--- config.mk ---
export PLATFORM = sky130hd
export DESIGN_NAME = scfc_codec
export DESIGN_NICKNAME = d
export VERILOG_FILES = /design/src/scfc_pkg.sv /design/src/scfc_codec.sv /design/src/scfc_crc16.sv /design/src/scfc_fifo.sv
export SDC_FILE = /design/constraint.sdc
export NUM_CORES = 2
export LEC_CHECK = 0
export BUFFER_PORTS_ARGS = -buffer_cell sky130_fd_sc_hd__buf_2
export CORE_AREA = 8 8 573 575
export DETAILED_ROUTE_END_ITERATION = 10
export DIE_AREA = 0 0 581 583
export PLACE_DENSITY = 0.55
export SYNTH_ARGS = -nofsm -noshare
export SYNTH_HDL_FRONTEND = slang
export SYNTH_SLANG_ARGS = --single-unit
export TNS_END_PERCENT = 5
--- constraint.sdc ---
create_clock -name clk_sys -period 6.7 [get_ports clk_sys]
set_clock_uncertainty 0.2 [all_clocks]
set_input_delay 0.335 -clock clk_sys [delete_from_list [all_inputs] [get_ports clk_sys]]
set_output_delay 0.335 -clock clk_sys [all_outputs]
set_load 0.05 [all_outputs]
--- src/scfc_pkg.sv ---
// Contract
// - Device sends a response only after receiving a command frame from the host.
// - Every frame starts with an init byte that alone gives the frame length.
// - Init bit 7 is one for command frames, zero for response frames.
// - Request type selects single, group or broadcast, with or without response.
// - Address-size bit selects one or two register address bytes.
// - With one address byte the upper address byte is taken as zero.
// - Data-size codes 0 to 6 mean that many bytes, code 7 eight.
// - Response init low bits carry the reply data byte count minus one.
// - Single or group requests act only on node or group identifier match.
// - Request type picks node address or group identifier for the comparison.
// - Broadcast frames carry no identifier byte; address follows init directly.
// - Command register writes carry command, top address, channel select, averaging.
// - Write without response stores data bytes into the addressed registers.
// - Write with response returns addressed register contents in the reply; at the command register the code stores instead, no reply.
// - Frames end in two checksum bytes, low generated byte first.
// - Checksum uses polynomial x16 + x15 + x2 + 1 in serial bit order.
// - Checksum register starts at all zeros before the first frame bit.
// - Bytes go least significant bit first; checksum follows that order.
// - Checksum over whole frame with its checksum bytes leaves zero when good.
package scfc_pkg;

    localparam int unsigned BYTE_W          = 8;
    localparam int unsigned TX_FIFO_DEPTH   = 32;
    localparam int unsigned DBUF_DEPTH      = 8;

    localparam int unsigned FRAME_KIND_BIT  = 7;
    localparam int unsigned REQ_MSB         = 6;
    localparam int unsigned REQ_LSB         = 4;
    localparam int unsigned ADDR_SIZE_BIT   = 3;
    localparam int unsigned DSIZE_MSB       = 2;
    localparam int unsigned DSIZE_LSB       = 0;
    localparam int unsigned REPLY_MSB       = 6;
    localparam int unsigned RQ_NORESP_BIT   = 0;

    localparam logic [1:0]  CLASS_SINGLE    = 2'h0;
    localparam logic [1:0]  CLASS_GROUP     = 2'h1;
    localparam logic [1:0]  CLASS_RESERVED  = 2'h2;
    localparam logic [1:0]  CLASS_BCAST     = 2'h3;

    localparam logic [2:0]  DSIZE_EIGHT     = 3'h7;
    localparam logic [7:0]  LEN_EIGHT       = 8'h08;
    localparam logic [7:0]  LEN_ONE         = 8'h01;
    localparam logic [6:0]  REPLY_MAX_M1    = 7'h7f;

    localparam logic [7:0]  REG_COMMAND_ENTRY    = 8'h02;
    localparam logic [7:0]  REG_CHANNEL_SELECT   = 8'h03;
    localparam logic [7:0]  REG_SAMPLE_AVERAGING = 8'h07;
    localparam logic [7:0]  REG_NODE_ADDRESS     = 8'h0a;
    localparam logic [7:0]  REG_GROUP_IDENTIFIER = 8'h0b;
    localparam logic [7:0]  REG_RESET            = 8'h00;
    localparam logic [7:0]  ADDR_HI_IMPLIED      = 8'h00;
    localparam logic [7:0]  CMD_TOP_IDX          = 8'h01;
    localparam logic [7:0]  CMD_LAST_IDX         = 8'h06;

    localparam logic [15:0] CRC_INIT        = 16'h0000;
    localparam logic [15:0] CRC_POLY        = 16'ha001;
    localparam logic [15:0] CRC_RESIDUE     = 16'h0000;

    typedef enum logic [3:0] {
        ST_INIT, ST_ID, ST_RA_HI, ST_RA_LO, ST_DATA, ST_CRC_A, ST_CRC_B, ST_EVAL,
        ST_WRITE, ST_RESP_HDR, ST_RESP_DATA, ST_RESP_CRC_A, ST_RESP_CRC_B
    } scfc_state_t;

    function automatic logic [7:0] scfc_data_len(input logic [2:0] size_code);
        scfc_data_len = (size_code == DSIZE_EIGHT) ? LEN_EIGHT : {5'h00, size_code};
    endfunction

endpackage

--- src/scfc_codec.sv ---
module scfc_codec
    import scfc_pkg::*;
(
    input  wire logic        clk_sys,
    input  wire logic        srst,
    input  wire logic [7:0]  rx_data,
    input  wire logic        rx_valid,
    output logic             rx_ready,
    output logic      [7:0]  tx_data,
    output logic             tx_valid,
    input  wire logic        tx_ready,
    output logic      [7:0]  command_code,
    output logic             command_strobe,
    output logic      [7:0]  top_address,
    output logic      [31:0] channel_select,
    output logic      [7:0]  sample_averaging,
    output logic      [7:0]  node_address,
    output logic      [7:0]  group_identifier,
    output logic             crc_error
);
    scfc_state_t state;
    scfc_state_t next_state;

    logic [7:0]  regs [0:255];
    logic [7:0]  dbuf [0:DBUF_DEPTH-1];
    logic        is_cmd;
    logic [2:0]  req;
    logic        asize;
    logic [7:0]  ident;
    logic [7:0]  addr_hi;
    logic [7:0]  addr_lo;
    logic [7:0]  dlen;
    logic [7:0]  idx;
    logic [6:0]  resp_len_m1;
    logic [15:0] rx_crc;
    logic [15:0] tx_crc;
    logic        fifo_in_ready;

    wire         take;
    wire         rx_is_cmd;
    wire [1:0]   rx_class;
    wire [1:0]   req_class;
    wire         reserved;
    wire         wants_resp;
    wire         id_match;
    wire         frame_ok;
    wire         act;
    wire         target_cmd;
    wire         last_data;
    wire         wr_to_top;
    wire         wr_en;
    wire [7:0]   wr_addr;
    wire [7:0]   rd_addr;
    wire [7:0]   rd_byte;
    wire         push_valid;
    wire [7:0]   push_data;
    wire         tx_push;
    wire         tx_feed;
    wire [7:0]   reply_m1;

    // Frame decode
    assign take       = rx_valid && rx_ready;
    assign rx_is_cmd  = rx_data[FRAME_KIND_BIT];
    assign rx_class   = rx_data[REQ_MSB:REQ_LSB+1];
    assign req_class  = req[2:1];
    assign reserved   = (req_class == CLASS_RESERVED);
    assign wants_resp = !req[RQ_NORESP_BIT];
    assign id_match   = (req_class == CLASS_BCAST) ||
                        ((req_class == CLASS_SINGLE) && (ident == node_address)) ||
                        ((req_class == CLASS_GROUP) && (ident == group_identifier));
    assign frame_ok   = (rx_crc == CRC_RESIDUE);
    assign act        = is_cmd && frame_ok && !reserved && id_match;
    assign target_cmd = (addr_hi == ADDR_HI_IMPLIED) && (addr_lo == REG_COMMAND_ENTRY);
    assign last_data  = (idx == dlen - LEN_ONE);
    assign reply_m1   = {1'b0, rx_data[REPLY_MSB:0]};

    // Register write path
    assign wr_to_top  = target_cmd && (idx == CMD_TOP_IDX);
    assign wr_addr    = (target_cmd && (idx != 8'h00)) ?
                        REG_COMMAND_ENTRY + idx - LEN_ONE : addr_lo + idx;
    assign wr_en      = (state == ST_WRITE) && (addr_hi == ADDR_HI_IMPLIED) && !wr_to_top &&
                        !(target_cmd && (idx > CMD_LAST_IDX));

    // Response path
    assign rd_addr    = addr_lo + idx;
    assign rd_byte    = (addr_hi == ADDR_HI_IMPLIED) ? regs[rd_addr] : REG_RESET;
    assign push_valid = (state == ST_RESP_HDR) || (state == ST_RESP_DATA) ||
                        (state == ST_RESP_CRC_A) || (state == ST_RESP_CRC_B);
    assign push_data  = (state == ST_RESP_HDR)   ? {1'b0, resp_len_m1} :
                        (state == ST_RESP_DATA)  ? rd_byte :
                        (state == ST_RESP_CRC_A) ? tx_crc[7:0] :
                        tx_crc[15:8];
    assign tx_push    = push_valid && fifo_in_ready;
    assign tx_feed    = tx_push && ((state == ST_RESP_HDR) || (state == ST_RESP_DATA));

    // Register outputs
    assign command_code     = regs[REG_COMMAND_ENTRY];
    assign channel_select   = {regs[REG_CHANNEL_SELECT], regs[REG_CHANNEL_SELECT + 8'h01],
                               regs[REG_CHANNEL_SELECT + 8'h02], regs[REG_CHANNEL_SELECT + 8'h03]};
    assign sample_averaging = regs[REG_SAMPLE_AVERAGING];
    assign node_address     = regs[REG_NODE_ADDRESS];
    assign group_identifier = regs[REG_GROUP_IDENTIFIER];

    // Checksum over received frame, cleared at the init byte
    scfc_crc16 u_rx_crc (
        .clk_sys (clk_sys),
        .srst    (srst),
        .start   (state == ST_INIT),
        .feed    (take),
        .data    (rx_data),
        .crc     (rx_crc)
    );

    // Checksum over reply, excluding its own checksum bytes
    scfc_crc16 u_tx_crc (
        .clk_sys (clk_sys),
        .srst    (srst),
        .start   (state == ST_RESP_HDR),
        .feed    (tx_feed),
        .data    (push_data),
        .crc     (tx_crc)
    );

    scfc_fifo #(
        .WIDTH (BYTE_W),
        .DEPTH (TX_FIFO_DEPTH)
    ) u_tx_fifo (
        .clk_sys   (clk_sys),
        .srst      (srst),
        .in_valid  (push_valid),
        .in_ready  (fifo_in_ready),
        .in_data   (push_data),
        .out_valid (tx_valid),
        .out_ready (tx_ready),
        .out_data  (tx_data)
    );

    // Frame sequencing
    always_comb
    begin
        next_state = state;
        case (state)
            ST_INIT:
                if (take)
                begin
                    if (!rx_is_cmd)
                        next_state = ST_DATA;
                    else if (rx_class == CLASS_BCAST)
                        next_state = rx_data[ADDR_SIZE_BIT] ? ST_RA_HI : ST_RA_LO;
                    else
                        next_state = ST_ID;
                end
            ST_ID:
                if (take)
                    next_state = asize ? ST_RA_HI : ST_RA_LO;
            ST_RA_HI:
                if (take)
                    next_state = ST_RA_LO;
            ST_RA_LO:
                if (take)
                    next_state = (dlen == 8'h00) ? ST_CRC_A : ST_DATA;
            ST_DATA:
                if (take && last_data)
                    next_state = ST_CRC_A;
            ST_CRC_A:
                if (take)
                    next_state = ST_CRC_B;
            ST_CRC_B:
                if (take)
                    next_state = ST_EVAL;
            ST_EVAL:
                if (!act)
                    next_state = ST_INIT;
                else if (!wants_resp || target_cmd)
                    next_state = (dlen == 8'h00) ? ST_INIT : ST_WRITE;
                else
                    next_state = ST_RESP_HDR;
            ST_WRITE:
                if (last_data)
                    next_state = ST_INIT;
            ST_RESP_HDR:
                if (tx_push)
                    next_state = ST_RESP_DATA;
            ST_RESP_DATA:
                if (tx_push && (idx == {1'b0, resp_len_m1}))
                    next_state = ST_RESP_CRC_A;
            ST_RESP_CRC_A:
                if (tx_push)
                    next_state = ST_RESP_CRC_B;
            ST_RESP_CRC_B:
                if (tx_push)
                    next_state = ST_INIT;
            default:
                next_state = ST_INIT;
        endcase
    end

    always_ff @(posedge clk_sys)
    begin
        if (srst)
        begin
            state    <= ST_INIT;
            rx_ready <= 1'b0;
        end
        else
        begin
            state    <= next_state;
            rx_ready <= (next_state <= ST_CRC_B);
        end
    end

    // Field capture
    always_ff @(posedge clk_sys)
    begin
        if (srst)
        begin
            is_cmd      <= 1'b0;
            req         <= '0;
            asize       <= 1'b0;
            ident       <= REG_RESET;
            addr_hi     <= ADDR_HI_IMPLIED;
            addr_lo     <= REG_RESET;
            dlen        <= 8'h00;
            idx         <= 8'h00;
            resp_len_m1 <= '0;
        end
        else
        begin
            case (state)
                ST_INIT:
                    if (take)
                    begin
                        is_cmd  <= rx_is_cmd;
                        req     <= rx_data[REQ_MSB:REQ_LSB];
                        asize   <= rx_data[ADDR_SIZE_BIT];
                        addr_hi <= ADDR_HI_IMPLIED;
                        idx     <= 8'h00;
                        dlen    <= rx_is_cmd ? scfc_data_len(rx_data[DSIZE_MSB:DSIZE_LSB]) :
                                   reply_m1 + LEN_ONE;
                    end
                ST_ID:
                    if (take)
                        ident <= rx_data;
                ST_RA_HI:
                    if (take)
                        addr_hi <= rx_data;
                ST_RA_LO:
                    if (take)
                        addr_lo <= rx_data;
                ST_DATA:
                    if (take)
                        idx <= idx + LEN_ONE;
                ST_EVAL:
                begin
                    idx         <= 8'h00;
                    resp_len_m1 <= (dlen == 8'h00) ? 7'h00 :
                                   (dbuf[0] > {1'b0, REPLY_MAX_M1}) ? REPLY_MAX_M1 : dbuf[0][6:0];
                end
                ST_WRITE:
                    idx <= idx + LEN_ONE;
                ST_RESP_DATA:
                    if (tx_push)
                        idx <= idx + LEN_ONE;
                default:
                    idx <= idx;
            endcase
        end
    end

    always_ff @(posedge clk_sys)
    begin
        if ((state == ST_DATA) && take && (idx < LEN_EIGHT))
            dbuf[idx[2:0]] <= rx_data;
    end

    // Register file and command side effects
    always_ff @(posedge clk_sys)
    begin
        if (srst)
        begin
            for (int i = 0; i < 256; i++)
                regs[i] <= REG_RESET;
            top_address    <= REG_RESET;
            command_strobe <= 1'b0;
            crc_error      <= 1'b0;
        end
        else
        begin
            if (wr_en)
                regs[wr_addr] <= dbuf[idx[2:0]];
            if ((state == ST_WRITE) && wr_to_top)
                top_address <= dbuf[idx[2:0]];
            command_strobe <= (state == ST_WRITE) && last_data && target_cmd;
            crc_error      <= (state == ST_EVAL) && !frame_ok;
        end
    end
endmodule

--- src/scfc_crc16.sv ---
module scfc_crc16
    import scfc_pkg::*;
(
    input  wire logic        clk_sys,
    input  wire logic        srst,
    input  wire logic        start,
    input  wire logic        feed,
    input  wire logic [7:0]  data,
    output logic      [15:0] crc
);
    logic [15:0] seed;
    logic [15:0] next_crc;

    assign seed = start ? CRC_INIT : crc;

    // Reflected serial form, bit 0 first
    always_comb
    begin
        next_crc = seed;
        for (int i = 0; i < BYTE_W; i++)
        begin
            if (next_crc[0] ^ data[i])
                next_crc = (next_crc >> 1) ^ CRC_POLY;
            else
                next_crc = next_crc >> 1;
        end
    end

    always_ff @(posedge clk_sys)
    begin
        if (srst)
            crc <= CRC_INIT;
        else if (feed)
            crc <= next_crc;
    end
endmodule

--- src/scfc_fifo.sv ---
module scfc_fifo #(
    parameter int unsigned WIDTH = 8,
    parameter int unsigned DEPTH = 32
)
(
    input  wire logic             clk_sys,
    input  wire logic             srst,
    input  wire logic             in_valid,
    output logic                  in_ready,
    input  wire logic [WIDTH-1:0] in_data,
    output logic                  out_valid,
    input  wire logic             out_ready,
    output logic      [WIDTH-1:0] out_data
);
    localparam int unsigned AW = $clog2(DEPTH);
    localparam logic [AW:0]   FULL_COUNT = (AW+1)'(DEPTH);
    localparam logic [AW-1:0] LAST_PTR   = AW'(DEPTH - 1);

    logic [WIDTH-1:0] mem [0:DEPTH-1];
    logic [AW-1:0]    wr_ptr;
    logic [AW-1:0]    rd_ptr;
    logic [AW:0]      count;
    wire              push;
    wire              load;

    assign in_ready = (count != FULL_COUNT);
    assign push     = in_valid && in_ready;
    assign load     = (count != '0) && (!out_valid || out_ready);

    always_ff @(posedge clk_sys)
    begin
        if (push)
            mem[wr_ptr] <= in_data;
    end

    // Output stage keeps the read side registered
    always_ff @(posedge clk_sys)
    begin
        if (srst)
        begin
            wr_ptr    <= '0;
            rd_ptr    <= '0;
            count     <= '0;
            out_valid <= 1'b0;
            out_data  <= '0;
        end
        else
        begin
            if (push)
                wr_ptr <= (wr_ptr == LAST_PTR) ? '0 : wr_ptr + 1'b1;
            if (load)
            begin
                rd_ptr    <= (rd_ptr == LAST_PTR) ? '0 : rd_ptr + 1'b1;
                out_data  <= mem[rd_ptr];
                out_valid <= 1'b1;
            end
            else if (out_ready)
                out_valid <= 1'b0;
            count <= count + (AW+1)'(push) - (AW+1)'(load);
        end
    end
endmodule

Yosys cells after proc, flatten, opt, wreduce, memory -nomap -nowiden --
Memories as Yosys holds them, arrays and structs flattened. A register that Yosys moved wholly into a read port is not among the register bits. Cells that the tools add are included.
Storage, ports and cells: register bits after elaboration 116, bits in writable memories 2368, input bits 12, output and inout bits 84, logic and storage cells 223, memories 3
Memories:
- regs | words 256, width 8, rd ports 9, clocked after memory_dff 0, write ports 256, RTL line scfc_codec.sv:24 | logic [7:0] regs [0:255];
- u_tx_fifo.mem | words 32, width 8, rd ports 1, clocked after memory_dff 1, write ports 1, RTL line scfc_fifo.sv:19 | logic [WIDTH-1:0] mem [0:DEPTH-1];
- dbuf | words 8, width 8, rd ports 2, clocked after memory_dff 1, write ports 1, RTL line scfc_codec.sv:25 | logic [7:0] dbuf [0:DBUF_DEPTH-1];
Operators by class: add/subtract/negate cells 10, $lt $le $gt $ge 4, equal/unequal tests 30, multiplexer cells 72, bitwise logic cells 32, reduce and logical (&&, ||, !) cells 52
Operators by type and width (number):
- 2-to-1 mux 16 bit | 18
- 2-to-1 mux 8 bit | 12
- 2-to-1 mux 4 bit | 16
- case mux 4 bit (13 select lines) | 1
- inverter 2 -> 3 bit | 16
- case mux 8 bit (5 select lines) | 1
- equality test 8 bit | 3
- logical AND 1 bit | 24
- equality test 4 bit, second input constant | 5
- equality test 4 x 3 -> 1 bit, second input constant | 4
- logical NOT 16 bit | 1
- logical NOT 8 bit | 2
- case mux 8 bit (2 select lines) | 1
- subtractor 8 x 1 -> 8 bit, second input constant | 2
- bitwise XOR 1 bit | 16
- 2-to-1 mux 1 bit | 15
- 2-to-1 mux 7 bit | 2
- adder 5 x 1 -> 5 bit, second input constant | 2
- equality test 5 bit, second input constant | 2
- 2-to-1 mux 5 bit | 2
- 2-to-1 mux 3 bit | 3
- adder 2 x 8 -> 8 bit, first input constant | 1
- adder 7 x 1 -> 8 bit, second input constant | 1
- adder 8 x 1 -> 8 bit, second input constant | 1
- 30 further kinds | 49

Longest topological paths before layout --
An unclocked memory read counts as a cell.
depth after elaboration 21, depth in mapped cells 21

Modules after synthesis --
From an unflattened synthesis, not the netlist that was laid out.
Unflattened totals: cells, all modules 8177, area, all modules 112029.9 um^2
By module, submodules not included:
- scfc_codec | instances 1, cells each 7269, area each 98682.1 um^2, sequential area each 64822.2 um^2
- scfc_fifo | instances 1, cells each 686, area each 11355.9 um^2, sequential area each 8187.9 um^2
- scfc_crc16 | instances 2, cells each 111, area each 996.0 um^2, sequential area each 320.3 um^2

Least setup slack after synthesis --
Ideal clock, no wire load.
kind register to register, from register idx[0], to register u_tx_crc.crc[0], setup time 122 ps, data arrival time 5041 ps, slack 1337 ps, cell stages (with the launch flop) 16, period minus slack after synthesis 5363 ps, cell sequence dfxtp_1 > ha_1 > fa_1 > a211o_1 > a21o_2 > nand2_8 > a2111oi_1 > or4_4 > a221oi_2 > a31oi_1 > a21oi_1 > mux2_4 > xnor2_4 > xnor2_2 > xnor3_2 > a311o_1
RTL lines:
- start, declared | RTL line scfc_codec.sv:33 | logic [7:0] idx;
- start signal, assigned | RTL line scfc_codec.sv:252 | idx <= idx + LEN_ONE;
- start signal, assigned | RTL line scfc_codec.sv:260 | idx <= idx + LEN_ONE;
- start signal, assigned | RTL line scfc_codec.sv:263 | idx <= idx + LEN_ONE;
- adder 8 bit | RTL line scfc_codec.sv:85 | assign rd_addr = addr_lo + idx;
- memory (256 x 8 bit)
- 2-to-1 mux 8 bit | RTL line scfc_codec.sv:86 | assign rd_byte = (addr_hi == ADDR_HI_IMPLIED) ? regs[rd_addr] : REG_RESET;
- 2-to-1 mux 8 bit | RTL line scfc_codec.sv:90 | (state == ST_RESP_DATA) ? rd_byte :
- 2-to-1 mux 8 bit | RTL line scfc_codec.sv:89 | assign push_data = (state == ST_RESP_HDR) ? {1'b0, resp_len_m1} :
- net push_data[1] | RTL line scfc_codec.sv:56 | wire [7:0] push_data;
- bitwise XOR 1 bit | RTL line scfc_crc16.sv:22 | if (next_crc[0] ^ data[i])
- 2-to-1 mux 16 bit | RTL line scfc_crc16.sv:22
- [... 4 more ...]
- bitwise XOR 1 bit | RTL line scfc_crc16.sv:22
- 2-to-1 mux 16 bit | RTL line scfc_crc16.sv:22
- bitwise XOR 1 bit | RTL line scfc_crc16.sv:22
- 2-to-1 mux 16 bit | RTL line scfc_crc16.sv:22
- bitwise XOR 1 bit | RTL line scfc_crc16.sv:22
- 2-to-1 mux 16 bit | RTL line scfc_crc16.sv:22
- bitwise XOR 1 bit | RTL line scfc_crc16.sv:22
- 2-to-1 mux 16 bit | RTL line scfc_crc16.sv:22
- end signal, assigned | RTL line scfc_crc16.sv:34 | crc <= next_crc;
- end, declared | RTL line scfc_crc16.sv:9 | output logic [15:0] crc
The timed path passes the listed nets, and every way through them passes these cells. A chain may end at the register's enable or synchronous reset.

Worst setup path after layout --
Ends and elaborated chain as after synthesis.

==> run_results.csv <==
group,metric,value,unit
setup_path,worstSetupStartpointType,"flop",
pwr,swShare,24.2,%
sta,finalSetupViolations,0,
placed_design,pre_cts_ws,0.256,ns
grt,antenna_found_initial,52,
cts,hold_buffers,11,
setup_path,cp.arrival,7.16,ns
sta,rsz0062_at_grt,"false",
pwr,power.switching,0.00869,W
setup_path,required,7.27,ns
yosys,synth_seq_cells,2495,
yosys,ys_types,106,
cts,cts_buffers,275,
floorplanning,io_pins,96,
placed_design,gp_congestion,1.06,
final_layout,fin_nets,7994,
cts,cts.sinks,2495,
final_layout,drive_above_1_share,19.7,%
sta,slew-limit-headroom,9.81,%
detailed_routing,ant_nets,0,
yosys,synth-async-reset-ratio,0,%
yosys,yosys_most_used_dff,"edfxtp_1",
sta,period_share,98.3,%
grt,grt_max_degree,129,
sta,drv_slew,0,
detailed_routing,vias,74700,
final_layout,final_area,126000,µm²
placed_design,place_area,117000,µm²
pwr,p_int,0.0273,W
final_layout,layout_common_cells,"2368 x edfxtp_1, 2254 x nor2_1, 629 x mux4_2, 520 x nand2_1, 335 x buf_4",
detailed_routing,wl_per_cell,37.9,µm
pwr,p_leak,41.7,nW
sta,finalHoldViolCount,0,
cts,clk_path_buf_depth,4,
grt,grt_usage,26.7,%
pwr,powerDensity,285,nW/µm²
pwr,power_frac_seq,49.8,%
yosys,synth_edf_count,2368,
grt,grt_pass1_wl,624,mm
cts,htreeDepth,5,
floorplanning,die_x,581,µm
placed_design,io_buffers,95,
sta,max_freq,0.152,GHz
detailed_routing,drt_drc_violations_left,0,
final_layout,final_util,39.5,%
detailed_routing,via_per_inst,6.03,
floorplanning,rows,208,
floorplanning,dieArea,339000,µm²
final_layout,area_growth,13.4,%
sta,whs,0.218,ns
cts,path_clk_slew,0.06,ns
sta,tns,0,ns
final_layout,final_common_cell,"edfxtp_1",
floorplanning,die_h,583,µm
pwr,vdd_ir_drop_max,0.000303,V
sta,worst_pin_slew,1.35,ns
cts,cts_setup_buffers,0,
pwr,p_comb_share,8.3,%
floorplanning,core,319000,µm²
pwr,clockPowerShare,41.9,%
yosys,syn_nets,7964,
hold_path,hp-class,"in -> reg",
detailed_routing,drtIter0Drc,12400,
grt,overflow,0,
setup_path,critPathKind,"reg -> reg",
yosys,yosysWarnings,0,
detailed_routing,drt_wl_total,469,mm
setup_path,path_max_fanout,28,
setup_path,cp-end-kind,"flop",
yosys,ys_seq_area_share,66.2,%
status,status,"completed",
yosys,avgSynthCellArea,14.1,µm²
yosys,netlist_instances,7918,
grt,grt_pass1_vias,70200,
detailed_routing,first_pass_iters,6,
yosys,synth_area,111000,µm²
cts,cts_resized,0,
floorplanning,start_util,34.8,%
sta,worst_slack,0.113,ns
cts,cts_tree,"built",
cts,insertion_delay,0.88,ns
cts,cts_root_buf,"clkbuf_16",
placed_design,dp_hpwl,327,mm
run,cap_violations,0,
setup_path,rrSetupSlack,0.11,ns
sta,min_period,6.59,ns
layer usage:
| layer | part of all wire, % | up-vias | GRT usage, % |
|---|---|---|---|
| li1 | - | 29200 | - |
| met1 | 38 | 39100 | 35.5 |
| met2 | 43 | 5395 | 39.3 |
| met3 | 13 | 927 | 8.28 |
| met4 | 6.4 | 16 | 14.2 |
| met5 | 0.020 | - | 0 |
final cells by class:
class | instances | area [µm²]
repair buffers | 491 | 4110
flip-flops and latches | 2495 | 73700
fillers | 29700 | 193000
clock inverters | 141 | 1450
inverters | 33 | 124
well taps | 4200 | 5260
clock buffers | 347 | 7300
multi-input cells | 4652 | 34200
diodes | 24 | 60.1
power groups by stage:
| stage | Combinational [W] | Clock (W) | Sequential [W] |
|---|---|---|---|
| finish | 0.00298 | 0.0151 | 0.0179 |
| global route | 0.00308 | 0.0157 | 0.0179 |
| global placement | 0.00292 | 0 | 0.0182 |
| detailed placement | 0.00294 | 0 | 0.0182 |
| floorplan | 0.00180 | 0 | 0.0181 |
| CTS | 0.00296 | 0.0152 | 0.0179 |
path summary, 6_finish.rpt:
path / startpoint / end / cells after the start
worst max-delay path: idx[0]$_SDFFE_PP0P_ / u_tx_crc.crc[0]$_SDFFE_PP0P_ / 18
worst max register to register: idx[0]$_SDFFE_PP0P_ / u_tx_crc.crc[0]$_SDFFE_PP0P_ / 18
worst min register to register: asize$_SDFFE_PP0P_ / asize$_SDFFE_PP0P_ / 2
worst min-delay path: tx_ready / u_tx_fifo.out_valid$_SDFFE_PP0P_ / 4
synth_stat cells (12+ instances only):
| cell | number | area [µm²] |
|---|---|---|
| mux4_2 | 629 | 14200 |
| inv_1 | 33 | 124 |
| nand3b_1 | 12 | 90.1 |
| xor2_1 | 29 | 254 |
| and3_1 | 61 | 382 |
| nand4_1 | 19 | 119 |
| edfxtp_1 | 2368 | 71100 |
| nor3_1 | 43 | 215 |
| nand3_1 | 97 | 485 |
| dfxtp_1 | 127 | 2540 |
| a311oi_1 | 31 | 272 |
| mux2i_1 | 85 | 851 |
| xnor2_1 | 61 | 534 |
| ha_1 | 32 | 400 |
| nor2_1 | 2273 | 8530 |
| o21ai_0 | 35 | 175 |
| buf_6 | 59 | 664 |
| buf_1 | 84 | 315 |
| clkbuf_1 | 474 | 1780 |
| a21oi_1 | 100 | 500 |
| a22oi_1 | 26 | 195 |
| nor4_1 | 21 | 131 |
| nand2_1 | 540 | 2030 |
| nand2b_1 | 12 | 75.1 |
| buf_2 | 73 | 365 |
| a31oi_1 | 19 | 119 |
| mux2_2 | 17 | 191 |
| buf_4 | 37 | 278 |
| a211oi_1 | 41 | 308 |
| a21o_1 | 264 | 1980 |
worst max-delay path, stage by stage, from the launching register on:
cell and delay [ns]:
dfxtp_1 0.44, ha_4 0.25, fa_4 0.51, xor2_4 0.68, buf_12 0.33, buf_4 0.20
mux4_2 0.29, mux2i_1 0.75, buf_4 0.24, nand3_1 0.10, a31o_1 0.23, a31o_1 0.22
a31oi_1 0.36, a21oi_2 0.12, mux2_4 0.33, xnor2_4 0.22, xnor2_2 0.15, xnor3_2 0.48
a311o_1 0.32
logic make-up after synthesis:
kind of cell / count (synthesis) / synth area share, %
AO/OA/AOI/OAI: 648 / 4.28
XOR/XNOR: 97 / 0.828
adder cells (fa/ha/maj): 34 / 0.396
buffers and inverters: 771 / 3.33
flip-flops: 2495 / 66.2
multiplexers: 733 / 13.7
AND/OR/NAND/NOR: 3140 / 11.3
sequential cells by signal, indices dropped and copies added, names as in the netlist, 6 cells and up, named ones only:
| signal | cells |
|---|---|
| addr_hi | 8 |
| addr_lo | 8 |
| dbuf | 64 |
| dlen | 8 |
| ident | 8 |
| idx | 8 |
| regs | 2048 |
| resp_len_m1 | 7 |
| top_address | 8 |
| u_rx_crc.crc | 16 |
| u_tx_crc.crc | 16 |
| u_tx_fifo.count | 6 |
| u_tx_fifo.mem | 256 |
| u_tx_fifo.out_data | 8 |
metrics by stage:
step | total power (W) | std cells
2_1_floorplan | 0.0199 | 7918
3_3_place_gp | 0.0211 | 11900
3_5_place_dp | 0.0212 | 11900
4_1_cts | 0.0360 | 12400
5_1_grt | 0.0368 | 12400
6_report | 0.0360 | 12400
(Power assumes the default switching activity.)
